<file path="src/toc_pkg.sv">
/*
  Package for the trace option control block: register offsets, field
  layouts, capability encodings, reset values and the element carriers.
  Assumes one 10 MHz clock and core-side inputs synchronous to it.
*/
// Functional notes
// - enabled context tag outputs running process id
// - context width field gates context enable bit
// - enabled vm tag outputs running machine id
// - vm width field gates vm enable bit
// - count spans last two counted commits
// - count emitted and restarted at one only at threshold
// - cycle support gates threshold register, enable
// - sample system stamp, insert absolute value
// - stamp width is 48 or 64 bits
// - stamp after trace info and overflow recovery
// - stamp on exception, return, barrier, flush
// - event control adds unit-event stamp points
// - stamping needs support and enable bit
// - stamp width field gates event register, enable
// - cond branches always; non-branch modes selectable
// - explicit loads/stores selectable as four modes
// - data address, value, or both selectable
// - data tracing implies explicit load/store support
// - condensed element may replace explicit elements
// - broadcast traces direct branch, barrier targets
package toc_pkg;
  localparam logic [11:0] TOC_CONFIG_OFF   = 12'h010;
  localparam logic [11:0] TOC_THRESH_OFF   = 12'h028;
  localparam logic [11:0] TOC_STAMP_EV_OFF = 12'h030;
  localparam logic [11:0] TOC_CAP0_OFF     = 12'h1e0;
  localparam logic [11:0] TOC_CAP2_OFF     = 12'h1e8;
  localparam logic [31:0] TOC_CONFIG_RST   = 32'h0000_0000;
  localparam logic [11:0] TOC_THRESH_RST   = 12'h001;
  localparam logic [3:0]  TOC_STAMP_EV_RST = 4'h0;
  localparam logic [4:0]  TOC_STAMP48_CODE = 5'h06;
  localparam logic [4:0]  TOC_STAMP64_CODE = 5'h08;
  localparam logic [4:0]  TOC_CTX_W_CODE   = 5'h04;
  localparam logic [4:0]  TOC_VM_W_CODE    = 5'h02;
  localparam logic [63:0] TOC_STAMP48_MASK = 64'h0000_ffff_ffff_ffff;
  localparam logic [15:0] TOC_CC_ONE       = 16'h0001;
  localparam logic [15:0] TOC_CC_MAX       = 16'hffff;
  localparam logic [7:0]  TOC_Q_ONE        = 8'h01;
  localparam logic [7:0]  TOC_Q_MAX        = 8'hff;
  localparam logic [2:0]  TOC_COND_LOAD    = 3'h1;
  localparam logic [2:0]  TOC_COND_STORE   = 3'h2;
  localparam logic [2:0]  TOC_COND_BOTH    = 3'h3;
  localparam logic [2:0]  TOC_COND_ALL     = 3'h7;

  typedef enum logic [1:0] {
    TOC_Q_IDLE = 2'b01,
    TOC_Q_RUN  = 2'b10
  } toc_q_state_type;

  typedef struct packed {
    logic [13:0] rsv_hi;
    logic        data_value_en;
    logic        data_addr_en;
    logic [1:0]  condensed_en;
    logic [1:0]  rsv_mid;
    logic        stamp_enable;
    logic [2:0]  cond_mode;
    logic        virtual_machine_tag;
    logic        context_tag_enable;
    logic        rsv_5;
    logic        cycle_tally_enable;
    logic        branch_bcast_en;
    logic [1:0]  explicit_ldst;
    logic        rsv_0;
  } toc_config_type;

  typedef struct packed {
    logic [2:0]  rsv_hi;
    logic [4:0]  stamp_width;
    logic [13:0] rsv_mid;
    logic        condensed_supported;
    logic        rsv_8;
    logic        cycle_tally_supported;
    logic        cond_supported;
    logic        bcast_supported;
    logic        rsv_4;
    logic        data_supported;
    logic        rsv_2;
    logic        explicit_supported;
    logic        rsv_0;
  } toc_cap0_type;

  typedef struct packed {
    logic [21:0] rsv_hi;
    logic [4:0]  virtual_machine_tag_width;
    logic [4:0]  context_tag_width;
  } toc_cap2_type;

  typedef struct packed {
    logic        commit;
    logic        instr_retired;
    logic        is_load;
    logic        is_store;
    logic        cond_instr;
    logic        cond_branch;
    logic        direct_branch;
    logic        barrier_instruction;
    logic [31:0] branch_target;
    logic        exc_taken;
    logic        exc_return;
    logic        data_xfer;
    logic [31:0] data_addr;
    logic [31:0] data_value;
    logic [31:0] context_id;
    logic [15:0] vm_id;
  } toc_core_type;

  typedef struct packed {
    logic       trace_info_inst;
    logic       trace_info_data;
    logic       overflow_recovered;
    logic       flush_req;
    logic [3:0] unit_event;
  } toc_unit_type;

  typedef struct packed {
    logic        ctx_valid;
    logic [31:0] ctx_tag;
    logic        vm_valid;
    logic [15:0] vm_tag;
    logic        cc_valid;
    logic [15:0] cc_value;
    logic        ts_valid;
    logic [63:0] ts_value;
    logic        p0_valid;
    logic        p0_load;
    logic        p0_store;
    logic        cond_valid;
    logic        bb_valid;
    logic [31:0] bb_target;
    logic        da_valid;
    logic [31:0] da_addr;
    logic        dv_valid;
    logic [31:0] dv_value;
    logic        q_valid;
    logic [7:0]  q_count;
  } toc_trace_type;
endpackage

</file>
<file path="src/toc_option_ctrl.sv">
/*
  Trace option control: configuration registers, capability words and
  generation of context, vm, cycle count, timestamp, explicit, condition,
  broadcast, data and condensed elements from per-cycle core reports.
  Assumes a register master that never strobes read and write together
  and core/unit inputs synchronous to ref_clk.
*/
// Our own choices: strobed register access and the register offsets.
`timescale 1ns/100ps
module toc_option_ctrl
  import toc_pkg::*;
#(
  parameter bit HAS_CTX       = 1'b1,
  parameter bit HAS_VM        = 1'b1,
  parameter bit HAS_CYCLE     = 1'b1,
  parameter bit HAS_STAMP     = 1'b1,
  parameter int STAMP_BITS    = 64,
  parameter bit HAS_BCAST     = 1'b1,
  parameter bit HAS_COND      = 1'b1,
  parameter bit HAS_EXPLICIT  = 1'b1,
  parameter bit HAS_DATA      = 1'b1,
  parameter bit HAS_CONDENSED = 1'b1
)(
  input  logic          ref_clk,
  input  logic          reset_n,
  input  logic [11:0]   reg_addr,
  input  logic [31:0]   reg_wdata,
  input  logic          reg_write,
  input  logic          reg_read,
  output logic [31:0]   reg_rdata,
  input  toc_core_type  core_in,
  input  toc_unit_type  unit_in,
  input  logic [63:0]   sys_stamp,
  output toc_trace_type trace_out
);

  // data tracing drags in explicit load/store and stamping
  localparam bit EXPL_ON  = HAS_EXPLICIT | HAS_DATA;
  localparam bit STAMP_ON = HAS_STAMP | HAS_DATA;
  // any width other than 48 falls back to 64
  localparam bit STAMP_48 = (STAMP_BITS == 48);

  typedef struct packed {
    toc_config_type  cfg;
    logic [11:0]     thresh;
    logic [3:0]      stamp_ev;
    logic [31:0]     rdata;
    logic [15:0]     cc_count;
    logic            ctx_armed;
    logic [31:0]     ctx_last;
    logic            vm_armed;
    logic [15:0]     vm_last;
    toc_q_state_type q_state;
    logic [7:0]      q_count;
    toc_trace_type   out;
  } toc_state_type;

  toc_state_type  state_reg;
  toc_state_type  state_next;
  toc_config_type cfg_mask;
  toc_cap0_type   cap0;
  toc_cap2_type   cap2;
  logic [63:0]    stamp_mask;
  logic           stamp_hit;
  logic           cond_hit;
  logic           ld_sel;
  logic           st_sel;
  logic           q_allowed;

  assign reg_rdata = state_reg.rdata;
  assign trace_out = state_reg.out;
  assign stamp_mask = STAMP_48 ? TOC_STAMP48_MASK : '1;

  // writable enable bits exist only for implemented features
  always_comb begin
    cfg_mask = '0;
    cfg_mask.context_tag_enable  = HAS_CTX;
    cfg_mask.virtual_machine_tag = HAS_VM;
    cfg_mask.cycle_tally_enable  = HAS_CYCLE;
    cfg_mask.stamp_enable        = STAMP_ON;
    cfg_mask.branch_bcast_en     = HAS_BCAST;
    cfg_mask.cond_mode           = {3{HAS_COND}};
    cfg_mask.explicit_ldst       = {2{EXPL_ON}};
    cfg_mask.data_addr_en        = HAS_DATA;
    cfg_mask.data_value_en       = HAS_DATA;
    cfg_mask.condensed_en        = {2{HAS_CONDENSED}};
  end

  always_comb begin
    cap0 = '0;
    cap2 = '0;
    cap0.explicit_supported    = EXPL_ON;
    cap0.data_supported        = HAS_DATA;
    cap0.bcast_supported       = HAS_BCAST;
    cap0.cond_supported        = HAS_COND;
    cap0.cycle_tally_supported = HAS_CYCLE;
    cap0.condensed_supported   = HAS_CONDENSED;
    if (STAMP_ON) begin
      cap0.stamp_width = STAMP_48 ? TOC_STAMP48_CODE : TOC_STAMP64_CODE;
    end
    if (HAS_CTX) begin
      cap2.context_tag_width = TOC_CTX_W_CODE;
    end
    if (HAS_VM) begin
      cap2.virtual_machine_tag_width = TOC_VM_W_CODE;
    end
  end

  // stamp insertion points, fixed plus event-selected
  always_comb begin
    stamp_hit = unit_in.trace_info_inst;
    if (unit_in.trace_info_data &&
        (state_reg.cfg.data_addr_en || state_reg.cfg.data_value_en)) begin
      stamp_hit = 1'b1;
    end
    if (unit_in.overflow_recovered || unit_in.flush_req) begin
      stamp_hit = 1'b1;
    end
    if (core_in.exc_taken || core_in.exc_return ||
        core_in.barrier_instruction) begin
      stamp_hit = 1'b1;
    end
    if ((unit_in.unit_event & state_reg.stamp_ev) != 4'h0) begin
      stamp_hit = 1'b1;
    end
  end

  // condition mode decode for non-branch instructions
  always_comb begin
    case (state_reg.cfg.cond_mode)
      TOC_COND_LOAD:  cond_hit = core_in.is_load;
      TOC_COND_STORE: cond_hit = core_in.is_store;
      TOC_COND_BOTH:  cond_hit = core_in.is_load | core_in.is_store;
      TOC_COND_ALL:   cond_hit = 1'b1;
      default:        cond_hit = 1'b0;
    endcase
  end

  assign ld_sel = core_in.is_load & state_reg.cfg.explicit_ldst[0];
  assign st_sel = core_in.is_store & state_reg.cfg.explicit_ldst[1];
  // condensing would hide the instructions data and condition trace key on
  assign q_allowed = (state_reg.cfg.condensed_en != 2'b00) &&
                     !state_reg.cfg.data_addr_en &&
                     !state_reg.cfg.data_value_en &&
                     (state_reg.cfg.cond_mode == 3'h0);

  always_comb begin
    state_next = state_reg;
    state_next.out = '0;
    state_next.rdata = '0;

    if (reg_write) begin
      case (reg_addr)
        TOC_CONFIG_OFF: begin
          state_next.cfg = toc_config_type'(reg_wdata & cfg_mask);
        end
        TOC_THRESH_OFF: begin
          if (HAS_CYCLE) begin
            state_next.thresh = reg_wdata[11:0];
          end
        end
        TOC_STAMP_EV_OFF: begin
          if (STAMP_ON) begin
            state_next.stamp_ev = reg_wdata[3:0];
          end
        end
        default: begin
        end
      endcase
    end

    if (reg_read) begin
      case (reg_addr)
        TOC_CONFIG_OFF:   state_next.rdata = state_reg.cfg;
        TOC_THRESH_OFF:   state_next.rdata = {20'h00000, state_reg.thresh};
        TOC_STAMP_EV_OFF: state_next.rdata = {28'h0000000, state_reg.stamp_ev};
        TOC_CAP0_OFF:     state_next.rdata = cap0;
        TOC_CAP2_OFF:     state_next.rdata = cap2;
        default:          state_next.rdata = '0;
      endcase
    end

    // context tag: on enable, on change and with each instruction trace info
    if (!state_reg.cfg.context_tag_enable) begin
      state_next.ctx_armed = 1'b0;
    end else if (!state_reg.ctx_armed || unit_in.trace_info_inst ||
                 (core_in.context_id != state_reg.ctx_last)) begin
      state_next.out.ctx_valid = 1'b1;
      state_next.out.ctx_tag = core_in.context_id;
      state_next.ctx_last = core_in.context_id;
      state_next.ctx_armed = 1'b1;
    end

    if (!state_reg.cfg.virtual_machine_tag) begin
      state_next.vm_armed = 1'b0;
    end else if (!state_reg.vm_armed || unit_in.trace_info_inst ||
                 (core_in.vm_id != state_reg.vm_last)) begin
      state_next.out.vm_valid = 1'b1;
      state_next.out.vm_tag = core_in.vm_id;
      state_next.vm_last = core_in.vm_id;
      state_next.vm_armed = 1'b1;
    end

    // counter restarts at one so the next value spans commit to commit
    if (!state_reg.cfg.cycle_tally_enable) begin
      state_next.cc_count = '0;
    end else if (core_in.commit &&
                 (state_reg.cc_count >= {4'h0, state_reg.thresh})) begin
      state_next.out.cc_valid = 1'b1;
      state_next.out.cc_value = state_reg.cc_count;
      state_next.cc_count = TOC_CC_ONE;
    end else if (state_reg.cc_count != TOC_CC_MAX) begin
      state_next.cc_count = state_reg.cc_count + TOC_CC_ONE;
    end

    if (state_reg.cfg.stamp_enable && stamp_hit) begin
      state_next.out.ts_valid = 1'b1;
      state_next.out.ts_value = sys_stamp & stamp_mask;
    end

    if (core_in.cond_branch ||
        (core_in.cond_instr && !core_in.direct_branch && cond_hit)) begin
      state_next.out.cond_valid = 1'b1;
    end

    if (state_reg.cfg.branch_bcast_en &&
        (core_in.direct_branch || core_in.barrier_instruction)) begin
      state_next.out.bb_valid = 1'b1;
      state_next.out.bb_target = core_in.branch_target;
    end

    // data only for transfers of explicitly traced instructions
    if (core_in.data_xfer && (ld_sel || st_sel)) begin
      if (state_reg.cfg.data_addr_en) begin
        state_next.out.da_valid = 1'b1;
        state_next.out.da_addr = core_in.data_addr;
      end
      if (state_reg.cfg.data_value_en) begin
        state_next.out.dv_valid = 1'b1;
        state_next.out.dv_value = core_in.data_value;
      end
    end

    case (state_reg.q_state)
      TOC_Q_IDLE: begin
        if (core_in.instr_retired && (ld_sel || st_sel)) begin
          if (q_allowed) begin
            state_next.q_state = TOC_Q_RUN;
            state_next.q_count = TOC_Q_ONE;
          end else begin
            state_next.out.p0_valid = 1'b1;
            state_next.out.p0_load = ld_sel;
            state_next.out.p0_store = st_sel;
          end
        end
      end
      TOC_Q_RUN: begin
        if (core_in.instr_retired && (ld_sel || st_sel) &&
            (state_reg.q_count != TOC_Q_MAX)) begin
          state_next.q_count = state_reg.q_count + TOC_Q_ONE;
        end
        // close the group at commit, or flush it if condensing stops
        if (core_in.commit || !q_allowed) begin
          state_next.out.q_valid = 1'b1;
          state_next.out.q_count = state_next.q_count;
          state_next.q_count = '0;
          state_next.q_state = TOC_Q_IDLE;
        end
      end
      default: begin
        state_next.q_state = TOC_Q_IDLE;
        state_next.q_count = '0;
      end
    endcase
  end

  always_ff @(posedge ref_clk or negedge reset_n) begin
    if (!reset_n) begin
      state_reg <= '0;
      state_reg.cfg <= TOC_CONFIG_RST;
      state_reg.thresh <= TOC_THRESH_RST;
      state_reg.stamp_ev <= TOC_STAMP_EV_RST;
      state_reg.q_state <= TOC_Q_IDLE;
    end else begin
      state_reg <= state_next;
    end
  end

  ctx_gate_a: assert property (@(posedge ref_clk) disable iff (!reset_n)
    trace_out.ctx_valid |-> $past(state_reg.cfg.context_tag_enable) &&
      (trace_out.ctx_tag == $past(core_in.context_id)))
    else $error("context tag emitted while disabled or wrong value");

  vm_gate_a: assert property (@(posedge ref_clk) disable iff (!reset_n)
    trace_out.vm_valid |-> $past(state_reg.cfg.virtual_machine_tag) &&
      (trace_out.vm_tag == $past(core_in.vm_id)))
    else $error("vm tag emitted while disabled or wrong value");

  absent_bits_a: assert property (@(posedge ref_clk) disable iff (!reset_n)
    (state_reg.cfg & ~cfg_mask) == 32'h0000_0000)
    else $error("enable bit of absent feature became set");

  cycle_emit_a: assert property (@(posedge ref_clk) disable iff (!reset_n)
    trace_out.cc_valid == $past(core_in.commit &&
      state_reg.cfg.cycle_tally_enable &&
      (state_reg.cc_count >= {4'h0, state_reg.thresh})))
    else $error("cycle count element not tied to threshold at commit");

  cycle_restart_a: assert property (@(posedge ref_clk) disable iff (!reset_n)
    trace_out.cc_valid |-> (state_reg.cc_count == TOC_CC_ONE) &&
      (trace_out.cc_value == $past(state_reg.cc_count)))
    else $error("cycle counter not restarted after count element");

  stamp_value_a: assert property (@(posedge ref_clk) disable iff (!reset_n)
    trace_out.ts_valid |-> trace_out.ts_value == ($past(sys_stamp) & stamp_mask))
    else $error("timestamp element does not carry sampled stamp");

  stamp_barrier_a: assert property (@(posedge ref_clk) disable iff (!reset_n)
    (state_reg.cfg.stamp_enable && core_in.barrier_instruction) |=> trace_out.ts_valid)
    else $error("barrier did not insert timestamp");

  stamp_off_a: assert property (@(posedge ref_clk) disable iff (!reset_n)
    !state_reg.cfg.stamp_enable |=> !trace_out.ts_valid)
    else $error("timestamp emitted while stamping disabled");

  bcast_target_a: assert property (@(posedge ref_clk) disable iff (!reset_n)
    (state_reg.cfg.branch_bcast_en && core_in.direct_branch) |=>
      trace_out.bb_valid && (trace_out.bb_target == $past(core_in.branch_target)))
    else $error("direct branch target not broadcast");

  cond_branch_a: assert property (@(posedge ref_clk) disable iff (!reset_n)
    core_in.cond_branch |=> trace_out.cond_valid)
    else $error("conditional branch not traced");

  cap_read_a: assert property (@(posedge ref_clk) disable iff (!reset_n)
    (reg_read && (reg_addr == TOC_CAP0_OFF)) |=> reg_rdata == $past(cap0))
    else $error("capability word zero read back wrong");

  data_link_a: assert property (@(posedge ref_clk) disable iff (!reset_n)
    (trace_out.da_valid || trace_out.dv_valid) |->
      $past(state_reg.cfg.explicit_ldst) != 2'b00)
    else $error("data element without explicit load/store tracing");

  stamp_info_a: assert property (@(posedge ref_clk) disable iff (!reset_n)
    (state_reg.cfg.stamp_enable &&
      (unit_in.trace_info_inst || unit_in.overflow_recovered || unit_in.flush_req)) |=>
      trace_out.ts_valid)
    else $error("trace info, overflow or flush did not insert timestamp");

  stamp_exc_a: assert property (@(posedge ref_clk) disable iff (!reset_n)
    (state_reg.cfg.stamp_enable && (core_in.exc_taken || core_in.exc_return)) |=>
      trace_out.ts_valid)
    else $error("exception entry or return did not insert timestamp");

  stamp_event_a: assert property (@(posedge ref_clk) disable iff (!reset_n)
    (state_reg.cfg.stamp_enable && ((unit_in.unit_event & state_reg.stamp_ev) != 4'h0)) |=>
      trace_out.ts_valid)
    else $error("selected unit event did not insert timestamp");

  stamp_width_a: assert property (@(posedge ref_clk) disable iff (!reset_n)
    (trace_out.ts_value & ~stamp_mask) == 64'h0)
    else $error("timestamp wider than implemented width");

  explicit_elem_a: assert property (@(posedge ref_clk) disable iff (!reset_n)
    trace_out.p0_valid |-> $past(core_in.instr_retired) &&
      (trace_out.p0_load == $past(ld_sel)) && (trace_out.p0_store == $past(st_sel)))
    else $error("explicit element does not match retired load or store");

  condensed_gate_a: assert property (@(posedge ref_clk) disable iff (!reset_n)
    trace_out.q_valid |-> ($past(state_reg.q_state) == TOC_Q_RUN) &&
      (trace_out.q_count != 8'h00))
    else $error("condensed element outside a running group");

endmodule

</file>
<file path="config.mk">
export PLATFORM = sky130hd
export DESIGN_NAME = toc_option_ctrl
export DESIGN_NICKNAME = d
export VERILOG_FILES = /design/src/toc_pkg.sv /design/src/toc_option_ctrl.sv
export SDC_FILE = /design/constraint.sdc
export NUM_CORES = 1
export LEC_CHECK = 0
export ABC_AREA = 1
export BUFFER_PORTS_ARGS = -buffer_cell sky130_fd_sc_hd__buf_4
export CORE_MARGIN = 2
export CORE_UTILIZATION = 30
export DETAILED_ROUTE_END_ITERATION = 8
export GPL_ROUTABILITY_DRIVEN = 0
export PLACE_DENSITY = 0.54
export SETUP_SLACK_MARGIN = 0.02
export SYNTH_ARGS = -nofsm -noshare
export SYNTH_HDL_FRONTEND = slang
export SYNTH_SLANG_ARGS = --single-unit
</file>
<file path="constraint.sdc">
create_clock -name ref_clk -period 1.7 [get_ports ref_clk]
set_input_delay 0.085 -clock ref_clk [delete_from_list [all_inputs] [get_ports ref_clk]]
set_output_delay 0.085 -clock ref_clk [all_outputs]
set_load 0.02 [all_outputs]
</file>
* After elaboration in Yosys (flattened, before gate mapping)
Cells that the tools add are included.
** Operators by class
- $add $sub $neg :: 2
- Order comparisons :: 1
- Eq/ne operators :: 21
- Multiplexer cells :: 36
- Bitwise operators :: 4
- Reduce and logical (&&, ||, !) cells :: 40
** Operators with widths (number)
- $mux 33 :: 6
- $pmux 28 s5 :: 1
- $mux 17 :: 5
- $mux 66 :: 1
- $mux 65 :: 1
- $mux 16 :: 3
- $ne 32x32->1 :: 1
- $mux 10 :: 3
- $mux 28 :: 1
- $eq 12x6->1 const B :: 2
- $eq 12x9->1 const B :: 2
- $pmux 10 s2 :: 1
- $mux 9 :: 2
- $add 16x1->16 const B :: 1
- $ge 16x12->1 :: 1
- $ne 16x16->1 :: 1
- $ne 16x16->1 const B :: 1
- $eq 12x5->1 const B :: 1
- $logic_and 1x1->1 :: 12
- $logic_or 1x1->1 :: 12
- $reduce_and 2->1 :: 6
- $mux 3 :: 3
- $add 8x1->8 const B :: 1
- $mux 8 :: 1
- other kinds (19) :: 35
** Word-level totals
- Flip-flop bits (word level) :: 382
- Output and inout bits :: 276
- Logic and storage cells :: 144

* Logic depth before layout (Yosys ltp)
Gate-level depths: netlist of run 1.
- Word-level depth :: 8
- Gate-level depth with buffers :: 13
- Gate-level depth less buffers :: 12

* Least setup slack after synthesis of run 1
No wires, ideal clock.
- Kind :: register -> register
- Start :: reg state_reg[315] in the netlist's numbering
- End :: reg state_reg (netlist bit trace_out[184])
- Data arrival time :: 1.578 ns
- Required time :: 1.580 ns
- Setup slack :: 0.002 ns
- Stages on the path, launching flop included :: 8
- Buffers on the path :: 1
- Clock period less this slack :: 1.698 ns
- Cells stage by stage :: dfrtp_1 > ha_1 > a21o_1 > nor3_1 > nand4_1 > nand3_2 > buf_2 > nor2_1
** RTL lines
- start: declaration :: line toc_option_ctrl.sv:58 : toc_state_type state_reg;
- start signal: assignment :: line toc_option_ctrl.sv:285 : state_reg <= state_next;

* Worst setup path after layout of run 1
- Start :: reg state_reg[289] in the netlist's numbering
- End :: reg state_reg[286] in the netlist's numbering
** On the way
- Longest elaborated chain between the ends :: 3
** Ends and longest elaborated chain
- $ne 32x32->1 :: line toc_option_ctrl.sv:187 : (core_in.context_id != state_reg.ctx_last)) begin
- $logic_or 1x1->1 :: line toc_option_ctrl.sv:186 : end else if (!state_reg.ctx_armed || unit_in.trace_info_inst ||
- $reduce_and 2->1 (no source line)
Every way passes these cells.
A chain may end at the register's enable or synchronous reset.

==> results of run 1 <==
[synthesized netlist by cell type (all sizes together) (2+ instances only)]
cell type    n  area share [%]
or2          3            0.11
o22ai        6            0.23
nand2      352             8.2
nand3       84             2.8
xnor2       13            0.69
buf        303              13
clkbuf      25            0.58
nor3        13            0.58
inv        278             6.3
dfrtp      365              55
nor2       265             6.1
a21oi       17            0.51
dfstp        2            0.32
ha          16             1.2
o21bai       2            0.11
o21ai       76             2.3
nand4        9            0.34
xor2         9            0.48
[worst register-to-register path, stage by stage (launching register included)]
cell and delay [ns]:
dfrtp_1 0.41, inv_1 0.07, nand2_1 0.05, nand2_1 0.08, nand2_2 0.08, nor2_2 0.13, nand2_1 0.08, nor2_2 0.12
nand3_4 0.23, nand2_8 0.19, clkbuf_16 0.18, nand2_1 0.05, nand2_1 0.06
[stage by stage]
stage,instances,hold WS [ns]
after floorplan,1863,-0.211
after global placement,2848,0.0728
after detailed placement,2848,0.0718
after CTS,3169,0.0321
after global routing,3194,0.102
final,3194,0.0538
[cells by family after synthesis]
logic type / share of synthesized area (%)
flip-flops: 55.6
adder cells (fa/ha/maj): 1.21
other: 0.0227
XOR/XNOR: 1.17
buffers and inverters: 20.4
AND/OR/NAND/NOR: 18.2
AO/OA/AOI/OAI: 3.45
[how the worst max path moves through the flow]
stage          slack, ns           start  depth (start not counted)        endpoint
3_3_place_gp       -0.06  state_reg[367]                          9  trace_out[179]
6_report           -0.10  state_reg[289]                         12  state_reg[286]
3_5_place_dp       -0.09  state_reg[385]                          9  state_reg[248]
2_1_floorplan       0.02  state_reg[315]                          8  state_reg[314]
4_1_cts            -0.03  state_reg[365]                         10  state_reg[310]
5_1_grt            -0.21  state_reg[289]                         12  state_reg[286]
[per-layer routing]
| metal | up-vias | track usage [%] | part of all wire [%] |
|---|---|---|---|
| met1 | 6445 | 22.3 | 41 |
| met3 | 96 | 4.16 | 5.9 |
| met5 | - | 0 | 0.015 |
| li1 | 6474 | - | - |
| met2 | 407 | 30.6 | 49 |
| met4 | 2 | 6.93 | 4.0 |
[cell type report]
cell class / instances / share of cell area (%)
Sequential cell: 367 / 36.6
Timing Repair Buffer: 875 / 30.3
Inverter: 279 / 4.23
Clock inverter: 15 / 0.763
Clock buffer: 61 / 4.76
Antenna cell: 3 / 0.0299
Multi-Input combinational cell: 890 / 19.8
Tap cell: 704 / 3.51
[placed cells by master, fill, tap and decap left out, types with 35 or more instances in the layout]
cell / n
buf_4: 598
dfrtp_1: 363
nand2_1: 315
dlygate4sd3_1: 242
inv_1: 239
nor2_1: 226
clkbuf_16: 53
o21ai_0: 51
inv_2: 37
nand3_4: 35
[power groups by stage]
stage | registers (mW) | clock network [mW] | logic (mW)
floorplan | 9.01 | 0 | 0.349
global placement | 9.02 | 0 | 1.14
detailed placement | 9.02 | 0 | 1.15
CTS | 8.86 | 9.51 | 1.63
global route | 8.87 | 9.80 | 1.85
finish | 8.87 | 9.20 | 1.69
[what timing repair did]
item	4_1_cts	5_1_grt
hold endpoints to repair	707	0
pin swaps	10	21
setup buffers	3	10
cloned	0	13
hold buffers	242	0
endpoints found under the setup margin	108	219
resized for setup	37	233
==> flow_summary.yaml, run 1 <==
run_status:
  status: "complete, but fails checks"
  violations: "negative setup slack"
sta:
  finalClockSkew_ns: 0.0189
  rsz0062_at_grt: "true"
  hold_viol_final: 0
  period_share_pct: 106
  max_freq_ghz: 0.555
  worstMarginPinSlew_ns: 1.10
  report.final.slew_viol_count: 0
  setup_viol: 90
  max_slew_margin_pct: 26.1
  fin_tns_setup_ns: -4.29
  fin_crit_ns: 1.80
  setup_slack_ns: -0.101
worst_setup_path:
  crit_buf_inv: 2
  cp-start-kind: "flip-flop"
  r2r_cells: 12
  r2r-end: "state_reg[286]"
  path_delay_family: "simple AND/OR/NAND/NOR gates"
  crit_arrival_ns: 2.28
  regToRegSetupSlack_ns: -0.10
  slowest_delay_ns: 0.41
  critPathKind: "reg -> reg"
  cp_max_fo: 7
  r2r_start: "state_reg[289]"
  cpMaxStageDelayCell: "dfrtp_1"
  crit_top_cell: "nand2_1"
  worst_ep_required_time_ns: 2.18
  end_kind: "flip-flop"
  crit_chain: "inv_1, nand2_1, nand2_1, nand2_2, nor2_2, nand2_1, nor2_2, nand3_4, nand2_8, clkbuf_16, nand2_1, nand2_1"
logic_synthesis:
  syn_inst: 1849
  avgSynthCellArea_um2: 8.94
  synth.distinct_cells: 45
  synth_top_flop_cell: "dfrtp_1"
  synthesis.area_mm2: 0.0165
  async_flop_share_pct: 100
  synth-edff-count: 0
  ys_seq_area_share_pct: 55.6
  yosys_warnings: 0
  synth-seq-cells: 367
final_layout:
  fill_cells: 5127
  nNetsFinal: 2747
  multi_input_area_mm2: 0.00497
  syn_to_final_growth_pct: 51.8
  fin_area_mm2: 0.0251
  layout-drive-gt1-share_pct: 36.0
  fin_util_pct: 45.8
  ff_latch_area_mm2: 0.00919
  largest_reg_flops: 244
power:
  seqPwrFrac_pct: 44.9
  power_density_mw_per_mm2: 788
  total_power_mw: 19.8
  peakVddDrop_mv: 0.608
  switchingPower_mw: 4.50
  power.internal_mw: 15.3
  clockPowerShare_pct: 46.6
  pwr-share-comb_pct: 8.5
  switching_share_pct: 22.8
  p_leak_nw: 13.3
drt:
  drc_errors: 0
  detail_route.first_pass.iterations: 5
  wirelength_um: 54700
  postRouteAntennaNets: 0
  num_vias: 13400
  wl_per_cell_um: 17.1
  drt_iter0_drc: 521
  avgViaCountPerCell: 4.20
die:
  core-area_mm2: 0.0548
  die_x_um: 239
  rows: 86
  boundaryPins: 551
  die_y_um: 239
  fp.dieArea_mm2: 0.0570
  initial_utilization_pct: 30.2
placed_design:
  dp_hpwl_um: 38400
  post_dp_cell_area_mm2: 0.0199
  dp_slack_ns: -0.0854
  port_buffers: 519
clock_tree:
  clk_latency_ns: 0.56
  clk_path_buf_depth: 3
  cts_buffers: 43
  htree_num_levels: 2
  root_buffer: "clkbuf_16"
  clock_sinks: 367
  cts.clk_slew.worst_paths_ns: 0.06
  cts_tree: "yes"
hold_path:
  worstHoldPathType: "in -> async"
global_route:
  antenna_found_initial: 6
  grt_max_degree: 66
  grt_pass1_vias: 13700
  grt_pass1_wl_um: 78600
  grt_remaining_overflow: 0
  track_usage_pct: 18.0
run:
  drv_cap: 0
(Power assumes the default switching activity.)
==> run 2, diff against run 1 <==
==> constraint.sdc (replaced) <==
create_clock -name ref_clk -period 1.7 [get_ports ref_clk]
set_input_delay 0.255 -clock ref_clk [delete_from_list [all_inputs] [get_ports ref_clk]]
set_output_delay 0.255 -clock ref_clk [all_outputs]
set_load 0.02 [all_outputs]
==> flow_summary.yaml, run 2 (synthesized netlist as in run 1, its figures left out) <==
worst_setup_path:
  r2r_start: "state_reg[291]"
  cp_max_fo: 8
  r2r_cells: 10
  r2r-end: "state_reg[300]"
  regToRegSetupSlack_ns: -0.16
  cp-start-kind: "flip-flop"
  worst_ep_required_time_ns: 2.19
  end_kind: "flip-flop"
  critPathKind: "reg -> reg"
  crit_arrival_ns: 2.35
hold_path:
  worstHoldPathType: "in -> reg"
  hp-start: "reg_write"
  min_to: "state_reg[385]"
  whs_path_depth: 3
final_layout:
  final_common_cell: "buf_4"
  largest_reg_flops: 244
  multi_input_area_mm2: 0.00527
  fill_cells: 4998
  syn_to_final_growth_pct: 54.8
  layout-drive-gt1-share_pct: 39.3
  nNetsFinal: 2742
  fin_util_pct: 46.7
  ff_latch_area_mm2: 0.00919
  mostFrequentLayoutCells: "buf_4, dfrtp_1, nand2_1"
global_route:
  antenna_found_initial: 7
  grt_max_degree: 49
  track_usage_pct: 18.1
  grt_pass1_wl_um: 79000
  grt_pass1_vias: 13900
  grt_remaining_overflow: 0
clock_tree:
  clock_sinks: 367
  cts_buffers: 44
  cts_tree: "yes"
  htree_num_levels: 2
  cts.clk_slew.worst_paths_ns: 0.06
  root_buffer: "clkbuf_16"
  clk_latency_ns: 0.56
  clk_path_buf_depth: 3
drt:
  postRouteAntennaNets: 0
  drc_errors: 0
  detail_route.first_pass.iterations: 5
  num_vias: 13600
  drt_iter0_drc: 548
  wl_per_cell_um: 17.5
  wirelength_um: 55900
  avgViaCountPerCell: 4.27
power:
  total_power_mw: 20.7
  pwr-share-comb_pct: 8.2
  clockPowerShare_pct: 48.8
  seqPwrFrac_pct: 43.0
  p_leak_nw: 13.4
  power.internal_mw: 16.1
  peakVddDrop_mv: 0.511
  switching_share_pct: 22.3
  switchingPower_mw: 4.60
  power_density_mw_per_mm2: 808
sta:
  period_share_pct: 109
  finalClockSkew_ns: 0.0188
  hold_viol_final: 0
  setup_viol: 120
  rsz0062_at_grt: "true"
  hold_ws_ns: 0.0381
  max_freq_ghz: 0.538
  report.final.slew_viol_count: 0
  setup_slack_ns: -0.159
  fin_tns_setup_ns: -8.40
  fin_crit_ns: 1.86
  worstMarginPinSlew_ns: 0.708
  max_slew_margin_pct: 52.8
run_status:
  violations: "negative setup slack"
  status: "complete, but fails checks"
placed_design:
  dp_hpwl_um: 37700
  port_buffers: 519
die:
  core-area_mm2: 0.0548
  die_x_um: 239
  die_y_um: 239
  rows: 86
  boundaryPins: 551
  initial_utilization_pct: 30.2
  fp.dieArea_mm2: 0.0570
run:
  drv_cap: 0
[run 2: cell types whose count changed in the layout (fill, tap and decap cells not counted), moves of 11 or more]
cell,before,now
nand2_2,27,40
dlygate4sd3_1,242,231
nor2_4,16,32
nor2_2,23,43
nand2_4,7,23
nor2_1,226,190
nand3_1,28,40
nand2_1,315,287
[run 2: repair_timing]
action	in CTS	in global routing
resized for setup	36	323
gates cloned	3	13
endpoints found under the setup margin	102	195
hold buffers	231	0
pin swaps	9	48
buffers inserted	7	11
hold endpoints to repair	371	0
[run 2: power groups by stage]
stage | Sequential (mW) | Combinational, mW | Clock (mW)
after CTS | 8.86 | 1.62 | 10.4
after detailed placement | 9.02 | 1.14 | 0
final | 8.88 | 1.70 | 10.1
after floorplan | 9.01 | 0.349 | 0
after global routing | 8.88 | 1.86 | 10.8
after global placement | 9.02 | 1.13 | 0
[run 2: layout make-up]
type	count	area share, %
diodes	6	0.0587
clock buffers	67	5.36
well taps	704	3.44
flip-flops and latches	367	35.9
multi-input cells	890	20.6
clock inverters	12	0.797
repair buffers	869	29.7
inverters	279	4.10
[run 2: worst max-delay path, stage by stage, from the launching register on]
cell,delay (ns)
dfrtp_1,0.43
xnor2_1,0.21
nand2_1,0.12
nor2_2,0.15
nand2_1,0.08
nor2_2,0.13
nand3_4,0.20
nand2_8,0.18
clkbuf_16,0.20
nand2_2,0.05
nand2_1,0.05
[run 2: per-stage QoR]
stage	setup slack (ns)	instance area [µm²]	std cells
after floorplan	0.0225	16600	1863
after global placement	-0.241	20000	2847
after detailed placement	-0.219	20000	2847
after CTS	-0.0686	24100	3167
after global routing	-0.243	25600	3194
final	-0.159	25600	3194
[run 2: per-layer routing]
| metal | part of all wire [%] | vias up | global-route usage, % |
|---|---|---|---|
| li1 | - | 6491 | - |
| met1 | 41 | 6614 | 22.0 |
| met2 | 49 | 445 | 30.3 |
| met3 | 6.7 | 98 | 4.84 |
| met4 | 3.7 | 0 | 7.22 |
| met5 | 0 | - | 0 |
[run 2: worst max-delay path by stage]
stage,end,slack [ns],start
3_5_place_dp,trace_out[112],-0.22,state_reg[353]
2_1_floorplan,state_reg[314],0.02,state_reg[315]
5_1_grt,state_reg[300],-0.24,state_reg[291]
6_report,state_reg[300],-0.16,state_reg[291]
4_1_cts,state_reg[307],-0.07,state_reg[315]
3_3_place_gp,trace_out[141],-0.24,unit_in[7]
